===== config.mk =====
export PLATFORM = sky130hd
export DESIGN_NAME = rsc_regs
export DESIGN_NICKNAME = d
export VERILOG_FILES = /design/src/inc/rsc_pkg.sv /design/src/hdl/rsc_peak_hold.sv /design/src/hdl/rsc_regs.sv
export VERILOG_INCLUDE_DIRS = /design/src /design/src/inc
export SDC_FILE = /design/constraint.sdc
export NUM_CORES = 1
export LEC_CHECK = 0
export BUFFER_PORTS_ARGS = -buffer_cell sky130_fd_sc_hd__buf_2
export CAP_MARGIN = 20
export CORE_MARGIN = 2
export CORE_UTILIZATION = 49
export DETAILED_ROUTE_END_ITERATION = 7
export HOLD_SLACK_MARGIN = 0.12
export PLACE_DENSITY = 0.88
export SLEW_MARGIN = 20
export SYNTH_ARGS = -nofsm -noshare
export SYNTH_HDL_FRONTEND = slang
export SYNTH_SLANG_ARGS = --single-unit

===== constraint.sdc =====
create_clock -name SYS_CLK -period 2.6 [get_ports SYS_CLK]
set_clock_uncertainty 0.15 [all_clocks]
set_input_delay 0.52 -clock SYS_CLK [delete_from_list [all_inputs] [get_ports SYS_CLK]]
set_output_delay 0.52 -clock SYS_CLK [all_outputs]
set_load 0.05 [all_outputs]

===== src/inc/rsc_cfg.svh =====
// Offsets, field positions, reset values and timing of the strength/proximity register group
// Operation
// - AM peak strength code held in bits 7:4 until reception start or clear.
// - PM peak strength code held in bits 3:0 until reception start or clear.
// - Strength codes rise monotonically with input level; zero means lowest threshold.
// - Gain state bits 7:4 report total AM gain cut: setting, squelch, AGC.
// - Gain state bits 3:0 report total PM gain cut: setting, squelch, AGC.
// - Proximity control bits 7:3 are a binary weighted manual calibration value.
// - Manual field zero selects automatic calibration; nonzero applies the manual value.
// - Proximity display bits 7:3 show the calibration value in use, read-only.
`ifndef RSC_CFG_SVH
`define RSC_CFG_SVH

// Register indices; byte address is four times the index
`define RSC_IDX_STRENGTH 10'h02D
`define RSC_IDX_GAIN 10'h02E
`define RSC_IDX_PROX_CTRL 10'h02F
`define RSC_IDX_PROX_DISP 10'h030
`define RSC_IDX_IRQ_STATUS 10'h040
`define RSC_IDX_IRQ_ENABLE 10'h041
`define RSC_IDX_IRQ_CLEAR 10'h042
`define RSC_IDX_COMMAND 10'h043

// Field positions
`define RSC_AM_MSB 7
`define RSC_AM_LSB 4
`define RSC_PM_MSB 3
`define RSC_PM_LSB 0
`define RSC_CAL_MSB 7
`define RSC_CAL_LSB 3
`define RSC_GAIN_MSB 2
`define RSC_GAIN_LSB 0
`define RSC_DISP_END 2
`define RSC_DISP_ERR 1
`define RSC_CMD_CLEAR 0
`define RSC_CMD_CAL 1
`define RSC_IRQ_CAL_END 0
`define RSC_IRQ_CAL_ERR 1
`define RSC_IRQ_RX_START 2

// Reset values and gain cut saturation limit
`define RSC_PROX_CTRL_RST 8'h00
`define RSC_IRQ_ENABLE_RST 3'h0
`define RSC_GAIN_CUT_MAX 4'hF

// Comparator settle time per calibration step
`define RSC_CLK_NS 10
`define RSC_SETTLE_NS 1000
`define RSC_SETTLE_CYC ((`RSC_SETTLE_NS + `RSC_CLK_NS - 1) / `RSC_CLK_NS)

`endif


===== src/inc/rsc_pkg.sv =====
// Types of the strength/proximity register group
package rsc_pkg;

   typedef enum logic [1:0] {
      RSC_CAL_IDLE = 2'b00,
      RSC_CAL_SETTLE = 2'b01,
      RSC_CAL_DECIDE = 2'b10
   } rsc_cal_t;

   typedef struct packed {
      logic [3:0] s1;
      logic [3:0] s2;
      logic [3:0] s3;
      logic [3:0] peak;
   } rsc_peak_t;

   typedef struct packed {
      logic [2:0] sync_rx;
      logic rx_level;
      logic [2:0] sync_cmp;
      logic cmp_level;
      logic [7:0] ctrl;
      rsc_cal_t cal_state;
      logic [4:0] cal_code;
      logic [2:0] cal_bit;
      logic [7:0] cal_cnt;
      logic cal_end;
      logic cal_err;
      logic cal_busy;
      logic [3:0] gain_am;
      logic [3:0] gain_pm;
      logic [2:0] irq_status;
      logic [2:0] irq_enable;
      logic irq;
      logic clr_peak;
      logic [31:0] prdata;
      logic pready;
      logic pslverr;
   } rsc_state_t;

endpackage : rsc_pkg


===== src/hdl/rsc_peak_hold.sv =====
// Peak hold of one four-bit strength code coming from the analog receiver
`timescale 1ns/1ps
`include "rsc_cfg.svh"

module rsc_peak_hold
   import rsc_pkg::*;
(
   input wire logic sys_clk,
   input wire logic rst_n,
   input wire logic [3:0] code_in,
   input wire logic clear,
   output logic [3:0] peak
);

   rsc_peak_t s;
   rsc_peak_t next_s;

   always_comb begin
      next_s = s;
      next_s.s1 = code_in;
      next_s.s2 = s.s1;
      next_s.s3 = s.s2;
      // Codes are monotonic in level, so the largest code is the peak
      if (clear) begin
         next_s.peak = 4'h0;
      end else if (s.s2 == s.s3 && s.s3 > s.peak) begin
         next_s.peak = s.s3;
      end
   end

   always_ff @(posedge sys_clk or negedge rst_n) begin
      if (!rst_n) begin
         s <= '0;
      end else begin
         s <= next_s;
      end
   end

   assign peak = s.peak;

endmodule : rsc_peak_hold


===== src/hdl/rsc_regs.sv =====
// APB register group: strength peaks, gain state, proximity sensor calibration
`timescale 1ns/1ps
`include "rsc_cfg.svh"

module rsc_regs
   import rsc_pkg::*;
(
   input wire logic SYS_CLK,
   input wire logic RST_N,
   input wire logic PSEL,
   input wire logic PENABLE,
   input wire logic PWRITE,
   input wire logic [11:0] PADDR,
   input wire logic [31:0] PWDATA,
   output logic [31:0] PRDATA,
   output logic PREADY,
   output logic PSLVERR,
   input wire logic [3:0] AM_STRENGTH_CODE,
   input wire logic [3:0] PM_STRENGTH_CODE,
   input wire logic RX_ACTIVE,
   input wire logic [3:0] AM_GAIN_CUT_SETTING,
   input wire logic [3:0] AM_SQUELCH_CUT,
   input wire logic [3:0] AM_AGC_CUT,
   input wire logic [3:0] PM_GAIN_CUT_SETTING,
   input wire logic [3:0] PM_SQUELCH_CUT,
   input wire logic [3:0] PM_AGC_CUT,
   input wire logic CAP_CMP,
   output logic [4:0] CAP_CAL_CODE,
   output logic [2:0] CAP_GAIN,
   output logic CAP_CAL_BUSY,
   output logic IRQ
);

   localparam logic [7:0] SETTLE_CYC = 8'(`RSC_SETTLE_CYC);

   rsc_state_t s;
   rsc_state_t next_s;

   logic [3:0] am_strength_peak;
   logic [3:0] pm_strength_peak;

   // Saturating sum of the three gain cut contributions
   function automatic logic [3:0] rsc_cut_sum(
      input logic [3:0] a,
      input logic [3:0] b,
      input logic [3:0] c
   );
      logic [5:0] sum;
      sum = {2'b00, a} + {2'b00, b} + {2'b00, c};
      if (sum > {2'b00, `RSC_GAIN_CUT_MAX}) begin
         rsc_cut_sum = `RSC_GAIN_CUT_MAX;
      end else begin
         rsc_cut_sum = sum[3:0];
      end
   endfunction : rsc_cut_sum

   rsc_peak_hold u_am_peak (
      .sys_clk(SYS_CLK),
      .rst_n(RST_N),
      .code_in(AM_STRENGTH_CODE),
      .clear(s.clr_peak),
      .peak(am_strength_peak)
   );

   rsc_peak_hold u_pm_peak (
      .sys_clk(SYS_CLK),
      .rst_n(RST_N),
      .code_in(PM_STRENGTH_CODE),
      .clear(s.clr_peak),
      .peak(pm_strength_peak)
   );

   logic setup;
   logic wr;
   logic [9:0] idx;
   logic mapped;
   logic rx_start;
   logic cmd_clear;
   logic cmd_cal;
   logic [2:0] irq_set;
   logic [2:0] irq_clr;
   logic [4:0] mask;
   logic [4:0] kept;
   logic [7:0] rd;

   always_comb begin
      next_s = s;
      setup = PSEL && !PENABLE;
      wr = PSEL && PENABLE && s.pready && PWRITE;
      idx = PADDR[11:2];
      rx_start = 1'b0;
      cmd_clear = 1'b0;
      cmd_cal = 1'b0;
      irq_set = 3'h0;
      irq_clr = 3'h0;
      mask = 5'h01 << s.cal_bit;
      kept = s.cal_code;
      rd = 8'h00;

      // Pin inputs: a change counts once stages two and three agree
      next_s.sync_rx = {s.sync_rx[1:0], RX_ACTIVE};
      next_s.sync_cmp = {s.sync_cmp[1:0], CAP_CMP};
      if (s.sync_rx[1] == s.sync_rx[2]) begin
         next_s.rx_level = s.sync_rx[2];
      end
      if (s.sync_cmp[1] == s.sync_cmp[2]) begin
         next_s.cmp_level = s.sync_cmp[2];
      end
      rx_start = !s.rx_level && next_s.rx_level;

      // Address decode, word aligned only
      mapped = (PADDR[1:0] == 2'b00) &&
         (idx == `RSC_IDX_STRENGTH || idx == `RSC_IDX_GAIN ||
          idx == `RSC_IDX_PROX_CTRL || idx == `RSC_IDX_PROX_DISP ||
          idx == `RSC_IDX_IRQ_STATUS || idx == `RSC_IDX_IRQ_ENABLE ||
          idx == `RSC_IDX_IRQ_CLEAR || idx == `RSC_IDX_COMMAND);

      // Register writes, taken in the access cycle
      if (wr && mapped) begin
         unique case (idx)
            `RSC_IDX_PROX_CTRL: begin
               // Gain codes are not checked; unused ones pass to the sensor
               next_s.ctrl = PWDATA[7:0];
            end
            `RSC_IDX_IRQ_ENABLE: begin
               next_s.irq_enable = PWDATA[2:0];
            end
            `RSC_IDX_IRQ_CLEAR: begin
               irq_clr = PWDATA[2:0];
            end
            `RSC_IDX_COMMAND: begin
               cmd_clear = PWDATA[`RSC_CMD_CLEAR];
               cmd_cal = PWDATA[`RSC_CMD_CAL];
            end
            default: begin
            end
         endcase
      end

      // Peaks restart from zero at reception start or on command
      next_s.clr_peak = rx_start || cmd_clear;

      // Total gain cut per channel
      next_s.gain_am = rsc_cut_sum(AM_GAIN_CUT_SETTING, AM_SQUELCH_CUT,
                                   AM_AGC_CUT);
      next_s.gain_pm = rsc_cut_sum(PM_GAIN_CUT_SETTING, PM_SQUELCH_CUT,
                                   PM_AGC_CUT);

      // Calibration sequencer
      unique case (s.cal_state)
         RSC_CAL_IDLE: begin
            if (cmd_cal) begin
               next_s.cal_end = 1'b0;
               next_s.cal_err = 1'b0;
               if (next_s.ctrl[`RSC_CAL_MSB:`RSC_CAL_LSB] != 5'h00) begin
                  // Manual value applies at once
                  next_s.cal_code = next_s.ctrl[`RSC_CAL_MSB:`RSC_CAL_LSB];
                  next_s.cal_end = 1'b1;
                  irq_set[`RSC_IRQ_CAL_END] = 1'b1;
               end else begin
                  // Successive approximation, heaviest bit first
                  next_s.cal_code = 5'h10;
                  next_s.cal_bit = 3'd4;
                  next_s.cal_cnt = SETTLE_CYC;
                  next_s.cal_busy = 1'b1;
                  next_s.cal_state = RSC_CAL_SETTLE;
               end
            end
         end
         RSC_CAL_SETTLE: begin
            // Wait covers the comparator settle time only, not its three-stage sync
            if (s.cal_cnt == 8'd1) begin
               next_s.cal_state = RSC_CAL_DECIDE;
            end
            next_s.cal_cnt = s.cal_cnt - 8'd1;
         end
         RSC_CAL_DECIDE: begin
            // Comparator high keeps the trial bit
            if (!s.cmp_level) begin
               kept = s.cal_code & ~mask;
            end
            next_s.cal_code = kept;
            if (s.cal_bit == 3'd0) begin
               next_s.cal_state = RSC_CAL_IDLE;
               next_s.cal_busy = 1'b0;
               next_s.cal_end = 1'b1;
               irq_set[`RSC_IRQ_CAL_END] = 1'b1;
               // Still short at full scale: out of range
               if (kept == 5'h1F && s.cmp_level) begin
                  next_s.cal_err = 1'b1;
                  irq_set[`RSC_IRQ_CAL_ERR] = 1'b1;
               end
            end else begin
               next_s.cal_bit = s.cal_bit - 3'd1;
               next_s.cal_code = kept | (mask >> 1);
               next_s.cal_cnt = SETTLE_CYC;
               next_s.cal_state = RSC_CAL_SETTLE;
            end
         end
         default: begin
            next_s.cal_state = RSC_CAL_IDLE;
            next_s.cal_busy = 1'b0;
         end
      endcase

      // Sticky status: a new event wins over a clear in the same cycle
      irq_set[`RSC_IRQ_RX_START] = rx_start;
      next_s.irq_status = (s.irq_status & ~irq_clr) | irq_set;
      next_s.irq = |(next_s.irq_status & next_s.irq_enable);

      // Read data is built in the setup cycle, so no wait state
      unique case (idx)
         `RSC_IDX_STRENGTH: begin
            rd = {am_strength_peak, pm_strength_peak};
         end
         `RSC_IDX_GAIN: begin
            rd = {s.gain_am, s.gain_pm};
         end
         `RSC_IDX_PROX_CTRL: begin
            rd = s.ctrl;
         end
         `RSC_IDX_PROX_DISP: begin
            rd = {s.cal_code, s.cal_end, s.cal_err, 1'b0};
         end
         `RSC_IDX_IRQ_STATUS: begin
            rd = {5'h00, s.irq_status};
         end
         `RSC_IDX_IRQ_ENABLE: begin
            rd = {5'h00, s.irq_enable};
         end
         default: begin
            rd = 8'h00;
         end
      endcase

      next_s.pready = setup;
      // Error flop follows ready, so the port needs no gate behind it
      next_s.pslverr = setup && !mapped;
      if (setup) begin
         next_s.prdata = (mapped && !PWRITE) ? {24'h00_0000, rd} :
            32'h0000_0000;
      end
   end

   always_ff @(posedge SYS_CLK or negedge RST_N) begin
      if (!RST_N) begin
         s <= '0;
         s.ctrl <= `RSC_PROX_CTRL_RST;
         s.irq_enable <= `RSC_IRQ_ENABLE_RST;
         s.cal_state <= RSC_CAL_IDLE;
      end else begin
         s <= next_s;
      end
   end

   assign PRDATA = s.prdata;
   assign PREADY = s.pready;
   assign PSLVERR = s.pslverr;
   assign CAP_CAL_CODE = s.cal_code;
   assign CAP_GAIN = s.ctrl[`RSC_GAIN_MSB:`RSC_GAIN_LSB];
   assign CAP_CAL_BUSY = s.cal_busy;
   assign IRQ = s.irq;

endmodule : rsc_regs


==> flow_summary.yaml <==
run_status:
  status: "complete, no violations"
floorplanning:
  die_h_microns: 106.8
  placementRows: 37
  die-area_sq_um: 11410
  ioPinCount: 127
  start_util_pct: 50.40
  die_w_microns: 106.8
  core_area_sq_um: 10280
routing:
  drt_iter0_markers: 266
  wl_microns: 12250
  drtPass1Iterations: 5
  drc: 0
  via_per_inst: 5.745
  vias: 4274
  route.detailed.wl_per_inst_microns: 16.46
  antenna_left: 0
timing:
  hold_viol_final: 0
  grt_setup_unrepaired: "yes"
  slew_headroom_pct: 52.82
  period_needed_ns: 2.570
  min_period_over_period_pct: 98.85
  hold-worst-slack_ns: 0.2038
  slew_viol_final: 0
  worstMarginPinSlew_ns: 0.7077
  postLayoutSetupSlackWorst_ns: 0.02983
  fmax_mhz: 389.1
  setup-violations-final: 0
place:
  pre_cts_slack_ns: -0.4083
  port_buffers: 78
  routabilityCongestion: 0.9102
  place_hpwl_microns: 9207
power_and_ir_drop:
  p_seq_share_pct: 51.8
  p_leak_nw: 2.967
  p_switching_mw: 0.8942
  switching_share_pct: 28.94
  peakVddDrop_v: 0.0002787
  power_frac_clock_pct: 33.0
  powerDensity_nw_per_um2: 504.0
  comb_power_share_pct: 15.1
  power.internal_mw: 2.196
global_routing:
  grt_max_degree: 59
  grt.total_usage_pct: 21.91
  grt_overflow: 0
  grt_first_pass_wirelength_microns: 19890
  antenna_found_initial: 0
  grt_pass1_vias: 4275
critical_path:
  arrival_ns: 2.67
  cp.required_ns: 2.70
  r2r_setup_slack_ns: 0.18
  crit_chain: "buf_6 > or4_4 > or4_4 > nor2_2 > mux2_2 > and2_1 > a221o_1"
  cp_num_buf_inv: 1
  crit_path_top_delay_cell: "or4_4"
  critical_path.top_delay_family: "simple AND/OR/NAND/NOR gates"
  endpoint_kind: "flip-flop"
  crit_type: "input pin to flip-flop"
  slowest_delay_ns: 0.54
  critPathMaxFanout: 5
  cp-start-kind: "input pin"
  cp_common_cell: "or4_4"
logic_synthesis:
  async_flop_share_pct: 100.0
  synthAdderAreaFrac_pct: 10.05
  synthMuxAreaShare_pct: 5.483
  ys_top_cells_by_area: "dfrtp_1 (46%), buf_4 (5.9%), ha_1 (5.8%), fa_1 (3.9%), mux2i_1 (3.1%)"
  synthFlopType: "dfrtp_1"
  avgSynthCellArea_sq_um: 10.46
  synth_compound_area_share_pct: 15.29
  ys_warn_count: 0
  yosysSeqAreaShare_pct: 45.89
  synth_commonest_cells: "dfrtp_1 (95), buf_4 (41), nor2_1 (37)"
  synth_area_sq_um: 5180
  synthSimpleGateAreaFrac_pct: 12.68
  yosys.area.top_type: "dfrtp_1"
  synth_top_area_share_pct: 45.89
  synth_cell_types: 61
  synth_top_family_by_area: "compound AO/OA/AOI/OAI gates"
  syn_inst: 495
  ys_seq_elements: 95
  synth_xor_area_share_pct: 1.691
  yosysMostFrequentCell: "dfrtp_1"
  synth_edf_count: 0
flow_run:
  maxCapViolCount: 0
min_path:
  hp-class: "flip-flop to flip-flop"
layout:
  area_growth_pct: 18.36
  nFillCells: 832
  drive_above_1_share_pct: 25.99
  layout.nets: 720
  diodes: 0
clock_network:
  clk_latency_ns: 0.37
  cts_inserted_buffers: 9
  cts_tree: "yes"
  cts.sinks: 95
  clk_pin_slew_worst_paths_ns: 0.10
  cts.path.max_buffers: 2
  root_buffer: "clkbuf_8"
  htree_num_levels: 3
path summary, 6_finish.rpt:
check,cells past startpoint,end,startpoint
max,7,IRQ,PADDR[5]
min,0,next_s[82],next_s[81]
max reg2reg,10,s[61],PREADY
min reg2reg,0,next_s[82],next_s[81]
max in group asynchronous,3,s[61],RST_N
min in group asynchronous,2,u_am_peak.next_s[8],RST_N
worst reg2reg max path, delay by kind of cell, from the launching register on:
| family | cells | cell delay, ns |
|---|---|---|
| flops | 1 | 0.36 |
| buf+inv | 4 | 0.71 |
| compound gates | 2 | 0.52 |
| simple gates | 4 | 0.55 |
power by group through the flow:
stage | combinational (mW) | sequential (mW) | clock [mW]
2_1_floorplan | 0.306 | 1.61 | 0
3_3_place_gp | 0.411 | 1.63 | 0
3_5_place_dp | 0.446 | 1.63 | 0
4_1_cts | 0.462 | 1.60 | 1.03
5_1_grt | 0.517 | 1.61 | 1.10
6_report | 0.468 | 1.60 | 1.02
metrics by stage:
stage	power [mW]	cells	area, sq um	setup TNS, ns	util (%)
after floorplan	1.921	518	5284	-0.9124	-
after global placement	2.036	716	5777	-4.821	56.21
after detailed placement	2.075	716	5777	-6.146	56.21
after CTS	3.094	743	6098	0	59.34
after global routing	3.229	744	6131	-0.03891	59.65
final	3.090	744	6131	0	59.65
sequential cells by signal, summed over array words and instances (netlist names):
signal,count
CAP_CAL_BUSY,1
CAP_CAL_CODE,5
CAP_GAIN,3
IRQ,1
PRDATA,8
PREADY,1
PSLVERR,1
next_s,4
s,39
u_am_peak.next_s,8
u_am_peak.peak,4
u_am_peak.s,4
u_pm_peak.next_s,8
u_pm_peak.peak,4
u_pm_peak.s,4
final cells by class:
| cell class | instances | area, sq um | share of cell area, % |
|---|---|---|---|
| clock buffers | 9 | 123.9 | 2.020 |
| clock inverters | 7 | 85.08 | 1.388 |
| inverters | 29 | 108.9 | 1.776 |
| multi-input cells | 342 | 2460 | 40.12 |
| flip-flops and latches | 95 | 2377 | 38.78 |
| well taps | 136 | 170.2 | 2.776 |
| repair buffers | 126 | 805.8 | 13.14 |
placed cells by master (no fill, tap or decap), types with 11 or more instances in the layout:
cell,instances
a21o_1,11
dlygate4sd3_1,11
inv_1,29
mux2i_1,16
buf_2,75
nor3_1,13
mux2_2,11
ha_1,24
nand2_1,29
buf_4,37
nor2_1,36
o21ai_0,26
dfrtp_1,95
a21oi_1,17
conb_1,24
per-layer routing:
layer | share of wire [%] | vias to the layer above | GRT usage, %
met5 | 0 | - | 0
met4 | 2.5 | 0 | 8.813
met3 | 7.9 | 32 | 4.195
met2 | 48 | 220 | 36.12
met1 | 42 | 2106 | 28.59
li1 | - | 1916 | -
logic make-up (layout without fill, tap and decap cells):
family,count (synthesis),count (layout)
buffers and inverters,81,171
DFF,95,95
AOI/OAI and AO/OA,115,115
other,1,24
muxes,27,27
xor gates and xnor gates,10,10
adders and majority gates,36,36
and+or+nand+nor,130,130
timing repair:
item | in CTS | in global routing
buffers inserted | 0 | 1
hold endpoints to repair | 47 | 0
hold buffers | 11 | 0
gates resized for setup | 1 | 5
setup endpoints to repair | 2 | 6
Power figures use the tool's default switching activity.
